`config.mk`:
```
export PLATFORM = sky130hd
export DESIGN_NAME = swt_watchdog_timer
export DESIGN_NICKNAME = d
export VERILOG_FILES = /design/src/swt_pkg.sv /design/src/swt_watchdog_timer.sv
export VERILOG_INCLUDE_DIRS = /design/src /design/src/src
export SDC_FILE = /design/constraint.sdc
export NUM_CORES = 1
export LEC_CHECK = 0
export ABC_AREA = 1
export BUFFER_PORTS_ARGS = -buffer_cell sky130_fd_sc_hd__buf_2
export CAP_MARGIN = 20
export CORE_MARGIN = 4
export CORE_UTILIZATION = 35
export CTS_CLUSTER_DIAMETER = 200
export DETAILED_ROUTE_END_ITERATION = 10
export HOLD_SLACK_MARGIN = 0.03
export PLACE_DENSITY = 0.59
export SLEW_MARGIN = 25
export SYNTH_ARGS = -nofsm -noshare
export SYNTH_HDL_FRONTEND = slang
export SYNTH_SLANG_ARGS = --single-unit
export TNS_END_PERCENT = 5
```
`constraint.sdc`:
```
create_clock -name sys_clk -period 4.3 [get_ports sys_clk]
set_input_delay 0 -clock sys_clk [delete_from_list [all_inputs] [get_ports sys_clk]]
set_output_delay 0 -clock sys_clk [all_outputs]
set_load 0.05 [all_outputs]
```
`src/swt_map.svh`:
```
// register offsets, field positions and reset values of the watchdog timer
`ifndef SWT_MAP_SVH
`define SWT_MAP_SVH
`define SWT_RELOAD_ADDR     32'hffff0360
`define SWT_VALUE_ADDR      32'hffff0364
`define SWT_CONFIG_ADDR     32'hffff0368
`define SWT_KICK_ADDR       32'hffff036c
`define SWT_VALUE_RST       16'hffff
`define SWT_RELOAD_RST      16'h0000
`define SWT_CONFIG_RST      9'h000
`define SWT_LFSR_RST        8'h00
`define SWT_LFSR_TAPS       8'h63
`define SWT_BIT_UP          8
`define SWT_BIT_EN          7
`define SWT_BIT_PERIODIC    6
`define SWT_BIT_WDOG        5
`define SWT_BIT_SECURE      4
`define SWT_BIT_PRE_HI      3
`define SWT_BIT_PRE_LO      2
`define SWT_BIT_IRQ_OPT     1
`define SWT_CONFIG_MASK     9'h1fe
`define SWT_DIV16_LAST      8'h0f
`define SWT_DIV256_LAST     8'hff
`define SWT_HTRANS_NONSEQ   2'b10
`endif

```
`src/swt_pkg.sv`:
```
// types shared by the watchdog timer
package swt_pkg;
   typedef enum logic [1:0] {
      SWT_DIV1   = 2'b00,
      SWT_DIV16  = 2'b01,
      SWT_DIV256 = 2'b10,
      SWT_DIVX   = 2'b11
   } swt_pre_e;

   typedef struct packed {
      logic [31:0] addr;
      logic        write;
      logic        valid;
   } swt_req_s;
endpackage

```
`src/swt_watchdog_timer.sv`:
```
// 16-bit timer with watchdog mode and secure clear, AHB-Lite slave
// Notes on behaviour
// RL1: counter_value reads live count, resets to ffff
// RL2: config bit 8 set counts up
// RL3: config bit 7 enables the timer
// RL4: config bit 6 selects periodic mode
// RL5: config bit 5 enters watchdog mode
// RL6: config bit 4 enables secure clear
// RL7: prescale bits 3:2, code 11 acts as 00
// RL8: config bit 1 makes expiry an interrupt
// RL9: kick clears interrupt or restarts timeout
// RL10: software kicks repeatedly to keep period alive
// RL11: secure kick compared against expected value
// RL12: expected values from x8+x6+x5+x+1 lfsr
// RL13: kick before watchdog mode loads the seed
// RL14: matching kick reloads counter, advances lfsr
// RL15: mismatching kick resets chip at once
// RL16: kick value 00 forces reset whenever secure clear is on in watchdog mode
// RL17: lfsr state is never readable
// RL18: watchdog counts down from reload to zero
// RL19: service reloads counter from reload register
// RL20: reload and config locked in watchdog mode
// RL21: software writes reload before setting watchdog
// RL22: lfsr shifts left, xor 63 on carry
// RL23: without secure clear any kick services
`timescale 1ns/10ps
`include "swt_map.svh"
module swt_watchdog_timer
   import swt_pkg::*;
#(
   parameter int CNT_W  = 16,
   parameter int LFSR_W = 8
)
(
   input  wire logic        sys_clk,
   input  wire logic        rst,
   input  wire logic        hsel,
   input  wire logic [31:0] haddr,
   input  wire logic [1:0]  htrans,
   input  wire logic        hwrite,
   input  wire logic [2:0]  hsize,
   input  wire logic [31:0] hwdata,
   input  wire logic        hready,
   output logic      [31:0] hrdata,
   output logic             hreadyout,
   output logic             hresp,
   output logic             timer_irq,
   output logic             chip_reset_req
);
   swt_req_s          req;
   logic [CNT_W-1:0]  count;
   logic [CNT_W-1:0]  reload_value;
   logic [8:0]        cfg;
   logic [LFSR_W-1:0] lfsr;
   logic [7:0]  pre_cnt;
   logic [7:0]  pre_last;
   logic        tick;
   logic        wr_cfg;
   logic        wr_reload;
   logic        wr_kick;
   logic        wdog;
   logic        secure;
   logic        kick_ok;
   logic        kick_bad;
   logic        at_end;
   logic [CNT_W-1:0]  next_count;

   // the register map and the feedback taps are fixed to these sizes
   if (CNT_W != 16 || LFSR_W != 8) begin : g_bad_size
      $error("only a 16-bit count and an 8-bit lfsr are supported");
   end

   // an address phase is taken only on a nonsequential transfer with the bus ready
   function automatic logic bus_start(input logic       s,
                                      input logic [1:0] t,
                                      input logic       r);
      return s && (t == `SWT_HTRANS_NONSEQ) && r;
   endfunction

   // hsize is ignored: only full-word accesses are expected
   function automatic logic [7:0] lfsr_step(input logic [7:0] s);
      lfsr_step = s[7] ? ({s[6:0], 1'b0} ^ `SWT_LFSR_TAPS) : {s[6:0], 1'b0}; // [RL12] [RL22]
   endfunction

   always_ff @(posedge sys_clk) begin
      if (rst) begin
         req <= '0;
      end else if (hready) begin
         req.addr  <= haddr;
         req.write <= hwrite;
         req.valid <= bus_start(hsel, htrans, 1'b1);
      end
   end

   assign hreadyout = 1'b1;
   assign hresp     = 1'b0;

   assign wdog      = cfg[`SWT_BIT_WDOG];
   assign secure    = wdog && cfg[`SWT_BIT_SECURE]; // [RL6]
   assign wr_cfg    = req.valid && req.write && (req.addr == `SWT_CONFIG_ADDR) && !wdog; // [RL20]
   assign wr_reload = req.valid && req.write && (req.addr == `SWT_RELOAD_ADDR) && !wdog; // [RL20]
   assign wr_kick   = req.valid && req.write && (req.addr == `SWT_KICK_ADDR);
   // zero never matches since the lfsr cannot reach zero from a nonzero seed
   assign kick_bad  = wr_kick && secure
                      && ((hwdata[7:0] != lfsr) || (hwdata[7:0] == 8'h00)); // [RL11] [RL15] [RL16]
   assign kick_ok   = wr_kick && !kick_bad; // [RL23]

   always_ff @(posedge sys_clk) begin
      if (rst) begin
         hrdata <= 32'h0000_0000;
      end else if (bus_start(hsel, htrans, hready) && !hwrite) begin
         if (haddr == `SWT_VALUE_ADDR) begin
            hrdata <= {16'h0000, count}; // [RL1]
         end else if (haddr == `SWT_CONFIG_ADDR) begin
            hrdata <= {23'h0, cfg};
         end else if (haddr == `SWT_RELOAD_ADDR) begin
            hrdata <= {16'h0000, reload_value};
         end else begin
            hrdata <= 32'h0000_0000; // [RL17]
         end
      end
   end

   always_ff @(posedge sys_clk) begin
      if (rst) begin
         cfg <= `SWT_CONFIG_RST;
      end else if (wr_cfg) begin
         cfg <= hwdata[8:0] & `SWT_CONFIG_MASK; // [RL2] [RL3] [RL4] [RL5] [RL8]
      end
   end

   always_ff @(posedge sys_clk) begin
      if (rst) begin
         reload_value <= `SWT_RELOAD_RST;
      end else if (wr_reload) begin
         reload_value <= hwdata[15:0];
      end
   end

   always_ff @(posedge sys_clk) begin
      if (rst) begin
         lfsr <= `SWT_LFSR_RST;
      end else if (wr_kick && !wdog) begin
         lfsr <= hwdata[7:0]; // [RL13]
      end else if (kick_ok && secure) begin
         lfsr <= lfsr_step(lfsr); // [RL14]
      end
   end

   always_comb begin
      case (swt_pre_e'(cfg[`SWT_BIT_PRE_HI:`SWT_BIT_PRE_LO]))
         SWT_DIV16:  pre_last = `SWT_DIV16_LAST;
         SWT_DIV256: pre_last = `SWT_DIV256_LAST;
         default:    pre_last = 8'h00; // [RL7]
      endcase
   end

   always_ff @(posedge sys_clk) begin
      if (rst) begin
         pre_cnt <= 8'h00;
      end else if (!cfg[`SWT_BIT_EN] || pre_cnt >= pre_last) begin
         pre_cnt <= 8'h00;
      end else begin
         pre_cnt <= pre_cnt + 8'h01;
      end
   end

   assign tick   = cfg[`SWT_BIT_EN] && (pre_cnt >= pre_last); // [RL3] [RL7]
   // watchdog always counts down regardless of the direction bit
   assign at_end = (wdog || !cfg[`SWT_BIT_UP]) ? (count == 16'h0000) : (count == 16'hffff);

   always_comb begin
      next_count = count;
      if (kick_ok && wdog) begin
         next_count = reload_value; // [RL9] [RL19]
      end else if (tick) begin
         if (wdog) begin
            next_count = (count == 16'h0000) ? count : count - 16'h0001; // [RL18]
         end else if (at_end && cfg[`SWT_BIT_PERIODIC]) begin
            next_count = reload_value; // [RL4]
         end else if (cfg[`SWT_BIT_UP]) begin
            next_count = count + 16'h0001; // [RL2]
         end else begin
            next_count = count - 16'h0001;
         end
      end
   end

   always_ff @(posedge sys_clk) begin
      if (rst) begin
         count <= `SWT_VALUE_RST; // [RL1]
      end else begin
         count <= next_count;
      end
   end

   // interrupt set wins over a kick arriving in the same cycle
   always_ff @(posedge sys_clk) begin
      if (rst) begin
         timer_irq <= 1'b0;
      end else if (tick && at_end && (!wdog || cfg[`SWT_BIT_IRQ_OPT])) begin
         timer_irq <= 1'b1; // [RL8]
      end else if (kick_ok) begin
         timer_irq <= 1'b0; // [RL9]
      end
   end

   // held until the system reset removes it
   always_ff @(posedge sys_clk) begin
      if (rst) begin
         chip_reset_req <= 1'b0;
      end else if (kick_bad) begin
         chip_reset_req <= 1'b1; // [RL15] [RL16]
      end else if (wdog && tick && at_end && !cfg[`SWT_BIT_IRQ_OPT] && !kick_ok) begin
         chip_reset_req <= 1'b1; // [RL8] [RL18]
      end
   end

   a_bad_kick_reset: assert property (@(posedge sys_clk) disable iff (rst)
      kick_bad |=> chip_reset_req)
      else $error("bad kick did not reset"); // [RL15]
   a_zero_kick_reset: assert property (@(posedge sys_clk) disable iff (rst)
      (wr_kick && secure && hwdata[7:0] == 8'h00) |=> chip_reset_req)
      else $error("zero kick did not reset"); // [RL16]
   a_kick_reload: assert property (@(posedge sys_clk) disable iff (rst)
      (kick_ok && wdog) |=> count == $past(reload_value))
      else $error("kick did not reload"); // [RL19]
   a_lfsr_advance: assert property (@(posedge sys_clk) disable iff (rst)
      (kick_ok && secure) |=> lfsr == lfsr_step($past(lfsr)))
      else $error("lfsr did not advance"); // [RL14]
   a_cfg_locked: assert property (@(posedge sys_clk) disable iff (rst)
      wdog |=> $stable(cfg) && $stable(reload_value))
      else $error("locked register changed"); // [RL20]
   a_stopped_hold: assert property (@(posedge sys_clk) disable iff (rst)
      (!cfg[`SWT_BIT_EN] && !(kick_ok && wdog)) |=> $stable(count))
      else $error("disabled counter moved"); // [RL3]
   a_wdog_down: assert property (@(posedge sys_clk) disable iff (rst)
      (wdog && tick && !kick_ok && count != 16'h0000) |=> count == $past(count) - 16'h0001)
      else $error("watchdog did not count down"); // [RL18]
   a_expiry_irq: assert property (@(posedge sys_clk) disable iff (rst)
      (wdog && tick && at_end && cfg[`SWT_BIT_IRQ_OPT] && !kick_bad && !chip_reset_req)
      |=> timer_irq && !chip_reset_req)
      else $error("irq option expiry wrong"); // [RL8]
   a_seed_load: assert property (@(posedge sys_clk) disable iff (rst)
      (wr_kick && !wdog) |=> lfsr == $past(hwdata[7:0]))
      else $error("seed not loaded"); // [RL13]
   a_up_count: assert property (@(posedge sys_clk) disable iff (rst)
      (tick && !wdog && cfg[`SWT_BIT_UP] && !at_end) |=> count == $past(count) + 16'h0001)
      else $error("up count wrong"); // [RL2]

   a_down_count: assert property (@(posedge sys_clk) disable iff (rst)
      (tick && !wdog && !cfg[`SWT_BIT_UP] && !at_end) |=> count == $past(count) - 16'h0001)
      else $error("down count wrong"); // [RL2]

   a_periodic_load: assert property (@(posedge sys_clk) disable iff (rst)
      (tick && !wdog && at_end && cfg[`SWT_BIT_PERIODIC]) |=> count == $past(reload_value))
      else $error("periodic reload missing"); // [RL4]

   a_expiry_reset: assert property (@(posedge sys_clk) disable iff (rst)
      (wdog && tick && at_end && !cfg[`SWT_BIT_IRQ_OPT] && !kick_ok) |=> chip_reset_req)
      else $error("expiry did not reset"); // [RL8]

   // a reset request must never fall back on its own; only rst may clear it
   a_reset_sticky: assert property (@(posedge sys_clk) disable iff (rst)
      chip_reset_req |=> chip_reset_req)
      else $error("reset request dropped"); // [RL15]

   a_irq_kick_clear: assert property (@(posedge sys_clk) disable iff (rst)
      (kick_ok && !(tick && at_end && (!wdog || cfg[`SWT_BIT_IRQ_OPT]))) |=> !timer_irq)
      else $error("kick left irq set"); // [RL9]

   a_wdog_hold_zero: assert property (@(posedge sys_clk) disable iff (rst)
      (wdog && count == 16'h0000 && !kick_ok) |=> count == 16'h0000)
      else $error("watchdog left zero"); // [RL18]

   a_plain_kick_ok: assert property (@(posedge sys_clk) disable iff (rst)
      (wr_kick && !secure) |=> !$past(kick_bad))
      else $error("plain kick refused"); // [RL23]

   a_kick_hidden: assert property (@(posedge sys_clk) disable iff (rst)
      (bus_start(hsel, htrans, hready) && !hwrite && haddr == `SWT_KICK_ADDR)
      |=> hrdata == 32'h0000_0000)
      else $error("kick register readable"); // [RL17]

   // zero wait states and an always-okay response keep the bus model trivial
   a_bus_okay: assert property (@(posedge sys_clk) disable iff (rst)
      hreadyout && !hresp)
      else $error("bus response not okay");
endmodule

```
==> impl_metrics.toml, run 1 <==
[outcome]
status = "finished, final reports clean"

[synthesis]
synthFlopType = "dfxtp_1"
synth_async_sr_flop_share_pct = 0
avgSynthCellArea_um2 = 6.049
synth_area_mm2 = 0.006865
synth-seq-cells = 108
ys_seq_area_share_pct = 31.49
synth_edf_count = 0
synthCells = 1135
yosys_warnings = 0
yosysUniqueCellTypes = 35

[detailed_routing]
vias = 7324
drt_iter0_drc = 736
drtPass1Iterations = 7
ant_nets = 0
wl_um = 20580
routedWlPerCell_um = 13.82
remaining_drc_errors = 0
avgViaCountPerCell = 4.919

[grt]
grt_first_pass_wirelength_um = 33730
first_global_vias = 6648
track_usage_pct = 18.78
grt_antenna_before_repair = 0
grt.overflow.total = 0
grt_max_degree = 52

[pwr]
leakage_nw = 3.968
peakVddDrop_uv = 186.7
pwr_density_cell_mw_per_mm2 = 260.8

[die]
initial_core_util_pct = 36.10
die_area_mm2 = 0.02192
floorplan.io_pins = 110
dieWidth_um = 148.1
core_region_area_mm2 = 0.01902
dieHeight_um = 148.1
rows = 50

[clock_network]
cts_buffer_depth = 2
clkSinkCount = 108
cts_tree = "done"
cts_root_buf = "clkbuf_16"
cts_max_level = 3
numCtsBuffers = 9
clk_latency_ns = 0.36
cts.reportedPaths.clkPinSlew_ns = 0.08

[hold_path]
hold_class = "in -> reg"

[sta]
clock_skew_ns = 0.01124
tightest_slew_ns = 1.021
slew_violations = 0
timing.fmax_mhz = 372.3
setup_violations = 0
min_period_ns = 2.686
max_slew_margin_pct = 31.44
rsz0062_at_grt = "false"
finalHoldViolations = 0
setup-tns-final_ns = 0
period_share_pct = 62.47

[layout]
mostFrequentLayoutCells = "nand2_1 (296), nor2_1 (189), nand3_1 (146), inv_1 (129), dfxtp_1 (108)"
seq_area_mm2 = 0.002162
fillers = 2004
antennaDiodeCount = 0
layout_commonest_cell = "nand2_1"
drive_above_1_share_pct = 9.520
fin_nets = 1311
stdcell_area_mm2 = 0.008119
instances_no_fill = 1489
fin_util_pct = 42.69
multiInputGateArea_mm2 = 0.003902
syn_to_final_growth_pct = 18.26

[placed_design]
place_inst = 1421
place_congestion = 0.8926
dpl_cell_area_mm2 = 0.007281
dp_hpwl_um = 14540
port-buffer-count = 72

[critical_path]
arrival_ns = 2.99
crit_path_max_fanout = 12
cp_data_required_time_ns = 4.61
worst_setup_path_end_kind = "flop"
cp-start-kind = "flop"
critPathKind = "reg -> reg"

[run]
maxCapViolCount = 0
-- registers in the layout, summed over array words and instances, names as in the netlist, 8 cells and up --
name          cells
count            16
cfg               8
hrdata           16
reload_value     16
lfsr              8
req              34
pre_cnt           8
-- final cells by class --
cell class              instances  share of cell area, %
inverters                     131                  6.056
flip-flops and latches        108                  26.63
multi-input cells             844                  48.07
clock inverters                 7                  1.063
well taps                     260                  4.007
repair buffers                130                  11.40
clock buffers                   9                  2.774
-- worst max-delay path, cell delays in order (launching register included) --
cell and delay (ns):
dfxtp_1 0.50, ha_1 0.22, nand3_1 0.15, nor2_2 0.34, nand4_1 0.14, o21ai_1 0.23
nand2_1 0.08, buf_4 0.19, nand2_1 0.41, nand2_1 0.17, nand2_1 0.10, nand2_1 0.05
nand2_1 0.06
-- per-stage QoR --
step	setup WS [ns]	power [W]	hold slack, ns
finish	1.614	0.002118	0.1474
global route	1.345	0.002199	0.1808
CTS	1.599	0.002134	0.1540
floorplan	2.304	0.001178	0.06907
detailed placement	1.701	0.001224	0.2282
global placement	1.714	0.001222	0.2300
-- routing by layer --
metal  global-route usage [%]  share of wire, %  wire length, µm
met5                        0                 0                0
met4                    7.252               3.1              634
met3                    2.316               5.4             1114
met2                    30.17                45             9290
met1                    25.83                46             9542
-- worst paths after layout --
path / slack (ns) / end / depth (start not counted) / from
setup / recovery: 1.61 / count[12]$_SDFFE_PP1P_ / 12 / count[0]$_SDFFE_PP1P_
hold / removal: 0.15 / req[13]$_SDFFE_PP0P_ / 2 / hready
setup reg to reg: 1.61 / count[12]$_SDFFE_PP1P_ / 12 / count[0]$_SDFFE_PP1P_
hold reg to reg: 0.46 / timer_irq$_SDFFE_PP0P_ / 2 / timer_irq$_SDFFE_PP0P_
-- cells in the mapped netlist (7+ instances only) --
cell      number  share of area [%]
dfxtp_1      108                 31
ha_1          13                2.4
buf_2         21                1.5
buf_4         21                2.3
nor2_1       189                 10
clkbuf_1      23                1.3
o211ai_1       8               0.87
nor3_1        10               0.73
nand3_1      146                 11
xor2_1         7               0.89
nand2_1      296                 16
a21oi_1       28                2.0
a31oi_1        8               0.73
o21ai_0       62                4.5
nor2_2         9               0.82
inv_1        130                7.1
nand4_1       21                1.9
-- repair_timing --
action	4_1_cts	5_1_grt
buffers inserted	0	0
hold endpoints to repair	62	0
resized for setup	0	0
hold buffers	52	0
-- where the power goes --
group          internal, W  total (W)  switching [W]  leakage (nW)
registers          0.00102    0.00104      0.0000152         0.879
logic            0.0000740   0.000201       0.000127          2.94
clock network     0.000463   0.000878       0.000416         0.153
total              0.00156    0.00212       0.000558          3.97
-- logic make-up after synthesis --
logic type,count (synthesis),share of synthesized area [%]
other,2,0.1094
adders and majority gates,13,2.369
and+or+nand+nor,688,43.03
xor gates and xnor gates,13,1.658
buffers and inverters,199,12.63
DFF,108,31.49
AOI/OAI and AO/OA,112,8.712
(Power assumes the default switching activity.)
==> inputs of run 2 (changes only) <==
ABC_AREA = 0   (was 1)
PLACE_DENSITY = 0.62   (was 0.59)
clock period = 2.2 ns   (was 4.3 ns; I/O delays follow)
==> run 2 against run 1 <==
- the flow now finishes with violations (negative setup slack)
- worst setup slack lost 2.0 ns
- combinational power up 88%
- register-to-register slack lost 2.0 ns
- worst hold slack got worse by 0.054 ns
- clock skew grew 0.00099 ns
- largest power group unchanged
- die area down 17%
- count of clock-buffer cells in the layout up 1
- non-clock buffer count increased by 62
- total power increased by 91%
- cell area decreased by 7.6%
- core utilization grew 4.7 points
==> impl_metrics.toml, run 2 <==
[pwr]
seq_power_share_pct = 49.6
pwr-share-comb_pct = 9.3
netSwitchingFraction_pct = 24.65
power.switching_w = 0.0009979
intPower_w = 0.003051
leakage_nw = 3.388
clkPwrFrac_pct = 41.0
pwr_density_cell_mw_per_mm2 = 539.7
peakVddDrop_uv = 396.7

[placed_design]
place_congestion = 0.9249
port-buffer-count = 72
dp_slack_ns = -0.3507
dp_hpwl_um = 11080
place_inst = 962
dpl_cell_area_mm2 = 0.006591

[outcome]
violations = "negative setup slack"
status = "finished with violations"

[synthesis]
synth_async_sr_flop_share_pct = 0
synth_common_cells = "dfxtp_1 (108), nor2_1 (101), mux2i_1 (84)"
yosysUniqueCellTypes = 66
avgSynthCellArea_um2 = 8.780
synth_top_area_share_pct = 38.36
synthFlopType = "dfxtp_1"
synth-seq-cells = 108
yosys.area.top_type = "dfxtp_1"
ys_seq_area_share_pct = 38.36
synth_area_mm2 = 0.005637
synth_edf_count = 0
synth.area.top_cells = "dfxtp_1 (38%), mux2i_1 (15%), nor2_1 (6.7%)"
yosys.cell_count.top_type = "dfxtp_1"
yosys_warnings = 0
synthCells = 642

[clock_network]
cts_root_buf = "clkbuf_16"
cts_max_level = 3
cts.reportedPaths.clkPinSlew_ns = 0.08
clk_latency_ns = 0.36
cts_buffer_depth = 2
numCtsBuffers = 9
clkSinkCount = 108
cts_tree = "done"

[layout]
instances_no_fill = 1027
stdcell_area_mm2 = 0.007501
fin_nets = 893
syn_to_final_growth_pct = 33.07
mostFrequentLayoutCells = "dfxtp_1 (107), nor2_1 (98), mux2i_1 (84), buf_2 (72), buf_4 (64)"
layout_commonest_cell = "dfxtp_1"
largest-register = "req"
drive_above_1_share_pct = 24.66
antennaDiodeCount = 0
largest_register_ff_count = 34
fillers = 1501

[sta]
setup_violations = 26
final.setup.worst_slack_ns = -0.3566
min_period_ns = 2.557
max_slew_margin_pct = 58.56
setup-tns-final_ns = -6.457
slew_violations = 0
clock_skew_ns = 0.01222
period_share_pct = 116.2
finalHoldViolations = 0
rsz0062_at_grt = "true"
timing.fmax_mhz = 391.2
tightest_slew_ns = 0.6160

[grt]
grt.met3_usage_pct = 3.018
use_met1_pct = 22.13
grt_first_pass_wirelength_um = 25210
top_usage_layer = "met2"
grt.overflow.total = 0
first_global_vias = 5015
track_usage_pct = 17.02
grt_antenna_before_repair = 0
grt_use_met2_pct = 28.15
grt_max_degree = 56

[die]
floorplan.io_pins = 110
core_region_area_mm2 = 0.01583
initial_core_util_pct = 35.61
rows = 46
dieHeight_um = 134.9
die_area_mm2 = 0.01820
dieWidth_um = 134.9

[critical_path]
crit_slowest_cell = "or4b_4"
worst_setup_path_end_kind = "flop"
critPathKind = "reg -> reg"
crit_path_cell_trace = "or4_4 > or4b_4 > or3_4 > a21oi_4 > nor2_2 > buf_4 > mux2i_1 > a22oi_2"
slowest_delay_ns = 0.54
cp-start-kind = "flop"
crit_path_max_fanout = 3
r2r_slack_ns = -0.36
reg2reg_depth = 8
cp_data_required_time_ns = 2.45
arrival_ns = 2.80

[detailed_routing]
drtPass1Iterations = 5
vias = 5169
avgViaCountPerCell = 5.033
ant_nets = 0
remaining_drc_errors = 0
wl_um = 15470
routedWlPerCell_um = 15.06
drt_iter0_drc = 240

[hold_path]
whs_path_depth = 5
hold_class = "in -> reg"

[run]
maxCapViolCount = 0
## run 2: changes by cell type after synthesis, moves of 9 or more
cell	previous run	this run
mux2i_1	0	84
nand2b_1	0	10
buf_2	21	3
o21ai_0	62	23
nand2_1	296	37
nor2_1	189	101
inv_1	130	12
a22oi_1	0	20
nor4_1	1	14
nand4_1	21	12
nand3_1	146	16
## run 2: final timing paths
path | startpoint | end
max | count[10]$_SDFFE_PP1P_ | count[1]$_SDFFE_PP1P_
min | htrans[1] | req[0]$_SDFFE_PP0P_
max reg2reg | count[10]$_SDFFE_PP1P_ | count[1]$_SDFFE_PP1P_
min reg2reg | chip_reset_req$_SDFFE_PP0P_ | chip_reset_req$_SDFFE_PP0P_
## run 2: cell families (layout without fill, tap and decap cells)
logic type / after synthesis / count (layout) / synth area share [%]
other: 2 / 18 / 0.1332
DFF: 108 / 108 / 38.36
xor gates and xnor gates: 17 / 17 / 2.642
AOI/OAI and AO/OA: 104 / 104 / 11.94
adders and majority gates: 13 / 13 / 2.886
and+or+nand+nor: 239 / 239 / 21.07
buffers and inverters: 67 / 220 / 6.459
muxes: 92 / 92 / 16.52
## run 2: cell type report
cell class	instances	area (µm²)	area share, %
multi-input combinational	483	3276	43.67
sequential	108	2163	28.84
timing repair buffer	192	1446	19.28
tap	216	270.3	3.603
clock buffer	10	229.0	3.053
clock inverter	6	68.82	0.9174
inverter	12	47.55	0.6339
## run 2: stage by stage
step | util [%] | total power [W] | hold WS, ns
6_report | 47.39 | 0.004048 | 0.09320
3_5_place_dp | 41.64 | 0.002361 | 0.2434
5_1_grt | 47.39 | 0.004195 | 0.1240
3_3_place_gp | 41.64 | 0.002359 | 0.2350
4_1_cts | 47.01 | 0.004086 | 0.03391
2_1_floorplan | - | 0.002275 | 0.1086
## run 2: timing repair
action	4_1_cts	5_1_grt
setup endpoints to repair	57	57
pin swaps	5	3
hold buffers	48	0
hold endpoints to repair	64	0
resized for setup	18	15
setup buffers	1	0
## run 2: power by group through the flow
stage	registers, W	logic (W)	clock network (W)
2_1_floorplan	0.00205	0.000227	0
3_3_place_gp	0.00205	0.000306	0
3_5_place_dp	0.00205	0.000308	0
4_1_cts	0.00201	0.000372	0.00171
5_1_grt	0.00201	0.000408	0.00177
6_report	0.00201	0.000378	0.00166
## run 2: worst max-delay path: cells and delay by family (launching register included)
kind                   cells  cell delay [ns]
flip-flops                 1             0.32
AO/OA/AOI/OAI              2             0.26
multiplexers               1             0.17
AND/OR/NAND/NOR            4             1.52
buffers and inverters      1             0.16
## run 2: metal layers
layer	wire length, µm	vias to the layer above
met1	6948	2428
li1	-	2587
met4	344	0
met5	0	-
met2	7388	128
met3	787	26
==> inputs of run 3 (changes only) <==
ABC_AREA = 1   (was 0)
CELL_PAD_IN_SITES_DETAIL_PLACEMENT = 0   (was default)
CELL_PAD_IN_SITES_GLOBAL_PLACEMENT = 1   (was default)
CORE_UTILIZATION = 30   (was 35)
PLACE_DENSITY = 0.72   (was 0.62)
==> run 3 against run 2 <==
- the flow now finishes without violations
- clock skew decreased by 0.0042 ns
- sequential cell count unchanged
- count of clock-buffer cells in the layout grew 1
- worst setup slack gained 0.47 ns
- sequential power hardly changed
- register-to-register slack better by 0.53 ns
- fmax up 22%
- critical path type is now in -> reg
- largest cell class unchanged
- highest routed layer unchanged
==> impl_metrics.toml, run 3 (same netlist as run 1, synthesis figures left out) <==
[detailed_routing]
ant_nets = 0
routedWlPerCell_um = 13.89
remaining_drc_errors = 0
drt_iter0_drc = 438
avgViaCountPerCell = 4.636
wl_um = 21610
vias = 7214
drtPass1Iterations = 5

[layout]
mostFrequentLayoutCells = "nand2_1 (296), nor2_1 (187), nand3_1 (145), inv_1 (129), dfxtp_1 (108)"
fillers = 2440
layout_commonest_cell = "nand2_1"
largest_register_ff_count = 34
fin_util_pct = 37.89
antennaDiodeCount = 0
largest-register = "req"
fin_nets = 1353
syn_to_final_growth_pct = 24.59
drive_above_1_share_pct = 12.90

[sta]
timing.fmax_mhz = 478.9
slew_violations = 0
setup_violations = 0
finalHoldViolations = 0
tightest_slew_ns = 0.6674
fin_worst_hold_slack_ns = 0.05907
setup-tns-final_ns = 0
clock_skew_ns = 0.008040
max_slew_margin_pct = 55.16
min_period_ns = 2.088
rsz0062_at_grt = "true"
period_share_pct = 94.91

[placed_design]
port-buffer-count = 72
place_congestion = 0.8658
dp_hpwl_um = 16180

[clock_network]
cts_tree = "done"
cts_root_buf = "clkbuf_16"
clkSinkCount = 108
cts_buffer_depth = 2
cts.reportedPaths.clkPinSlew_ns = 0.07
numCtsBuffers = 9
cts_max_level = 3
clk_latency_ns = 0.36

[pwr]
peakVddDrop_uv = 317.7
power_w = 0.004227
pwr_density_cell_mw_per_mm2 = 494.2
leakage_nw = 4.169

[die]
rows = 55
dieWidth_um = 159.3
dieHeight_um = 159.3
core_region_area_mm2 = 0.02257
initial_core_util_pct = 30.42
floorplan.io_pins = 110
die_area_mm2 = 0.02537

[grt]
grt_first_pass_wirelength_um = 35130
track_usage_pct = 16.66
grt_antenna_before_repair = 0
first_global_vias = 6761
grt.overflow.total = 0
grt_max_degree = 39

[outcome]
status = "finished, final reports clean"

[critical_path]
critPathKind = "in -> reg"
slowest_delay_ns = 0.58
worst_setup_path_end_kind = "flop"
crit_path_max_fanout = 13
cp_data_required_time_ns = 2.45
crit_path_cell_trace = "dlygate4sd3_1 > buf_2 > nor3_1 > dlygate4sd3_1 > inv_1 > nor2_2 > buf_6 > inv_1 > a31oi_1 > a21oi_1"
cp-start-kind = "input port"
crit_slowest_cell = "dlygate4sd3_1"
arrival_ns = 2.33

[hold_path]
hold_class = "in -> reg"

[run]
maxCapViolCount = 0
run 3: cell types whose count changed in the layout (fill, tap and decap cells not counted), moves of 9 or more:
cell / previous run / this run
nand2_1: 36 / 296
nand3_1: 15 / 145
inv_1: 10 / 129
nor2_1: 98 / 187
mux2i_1: 84 / 0
o21ai_0: 17 / 61
buf_4: 64 / 44
a22oi_1: 18 / 0
nor4_1: 13 / 1
nand2b_1: 10 / 0
nand4_1: 12 / 21
o21ai_1: 12 / 3
run 3: final cells by class:
type	instances	area (µm²)	share of cell area, %
Multi-Input combinational cell	844	3946	46.14
Timing Repair Buffer	172	1269	14.83
Inverter	131	491.7	5.749
Tap cell	285	356.6	4.169
Clock inverter	5	85.08	0.9947
Sequential cell	108	2162	25.28
Clock buffer	11	242.7	2.838
run 3: where the power goes:
group,internal (W),switching (W)
Sequential,0.00200,0.0000312
Combinational,0.000149,0.000248
Clock,0.00103,0.000764
Total,0.00318,0.00104
run 3: per-stage QoR:
| step | instance area, µm² | cells | worst slack, ns |
|---|---|---|---|
| finish | 8553 | 1556 | 0.1119 |
| global route | 8553 | 1556 | -0.05530 |
| CTS | 8491 | 1555 | 0.01143 |
| global placement | 7645 | 1487 | 0.03316 |
| detailed placement | 7645 | 1487 | 0.01693 |
| floorplan | 6925 | 1151 | 0.2040 |
run 3: timing repair:
action	4_1_cts	5_1_grt
buffers inserted	1	0
endpoints found under the hold margin	58	0
pin swaps	0	0
hold buffers	51	0
endpoints found under the setup margin	1	34
gates resized for setup	0	12
cloned	0	1
run 3: worst max-delay path, delay by kind of cell:
kind / cells / cell delay [ns]
compound gates: 2 / 0.29
simple gates: 2 / 0.39
buf+inv: 6 / 1.66
run 3: metal layers:
| metal | GRT usage [%] | wire [µm] | vias to the layer above |
|---|---|---|---|
| met1 | 23.49 | 10420 | 3229 |
| met4 | 4.063 | 225 | 0 |
| met2 | 27.56 | 10190 | 142 |
| met3 | 1.579 | 780 | 15 |
| li1 | - | - | 3828 |
| met5 | 0 | 0 | - |
run 3: worst paths after layout:
kind	depth (start not counted)	start	slack (ns)	to
setup / recovery	10	htrans[0]	0.11	hrdata[5]$_SDFFE_PP0P_
hold / removal	2	rst	0.06	lfsr[0]$_SDFFE_PP0P_
setup reg to reg	13	cfg[3]$_SDFFE_PP0P_	0.17	count[12]$_SDFFE_PP1P_
hold reg to reg	2	hrdata[2]$_SDFFE_PP0P_	0.48	hrdata[2]$_SDFFE_PP0P_
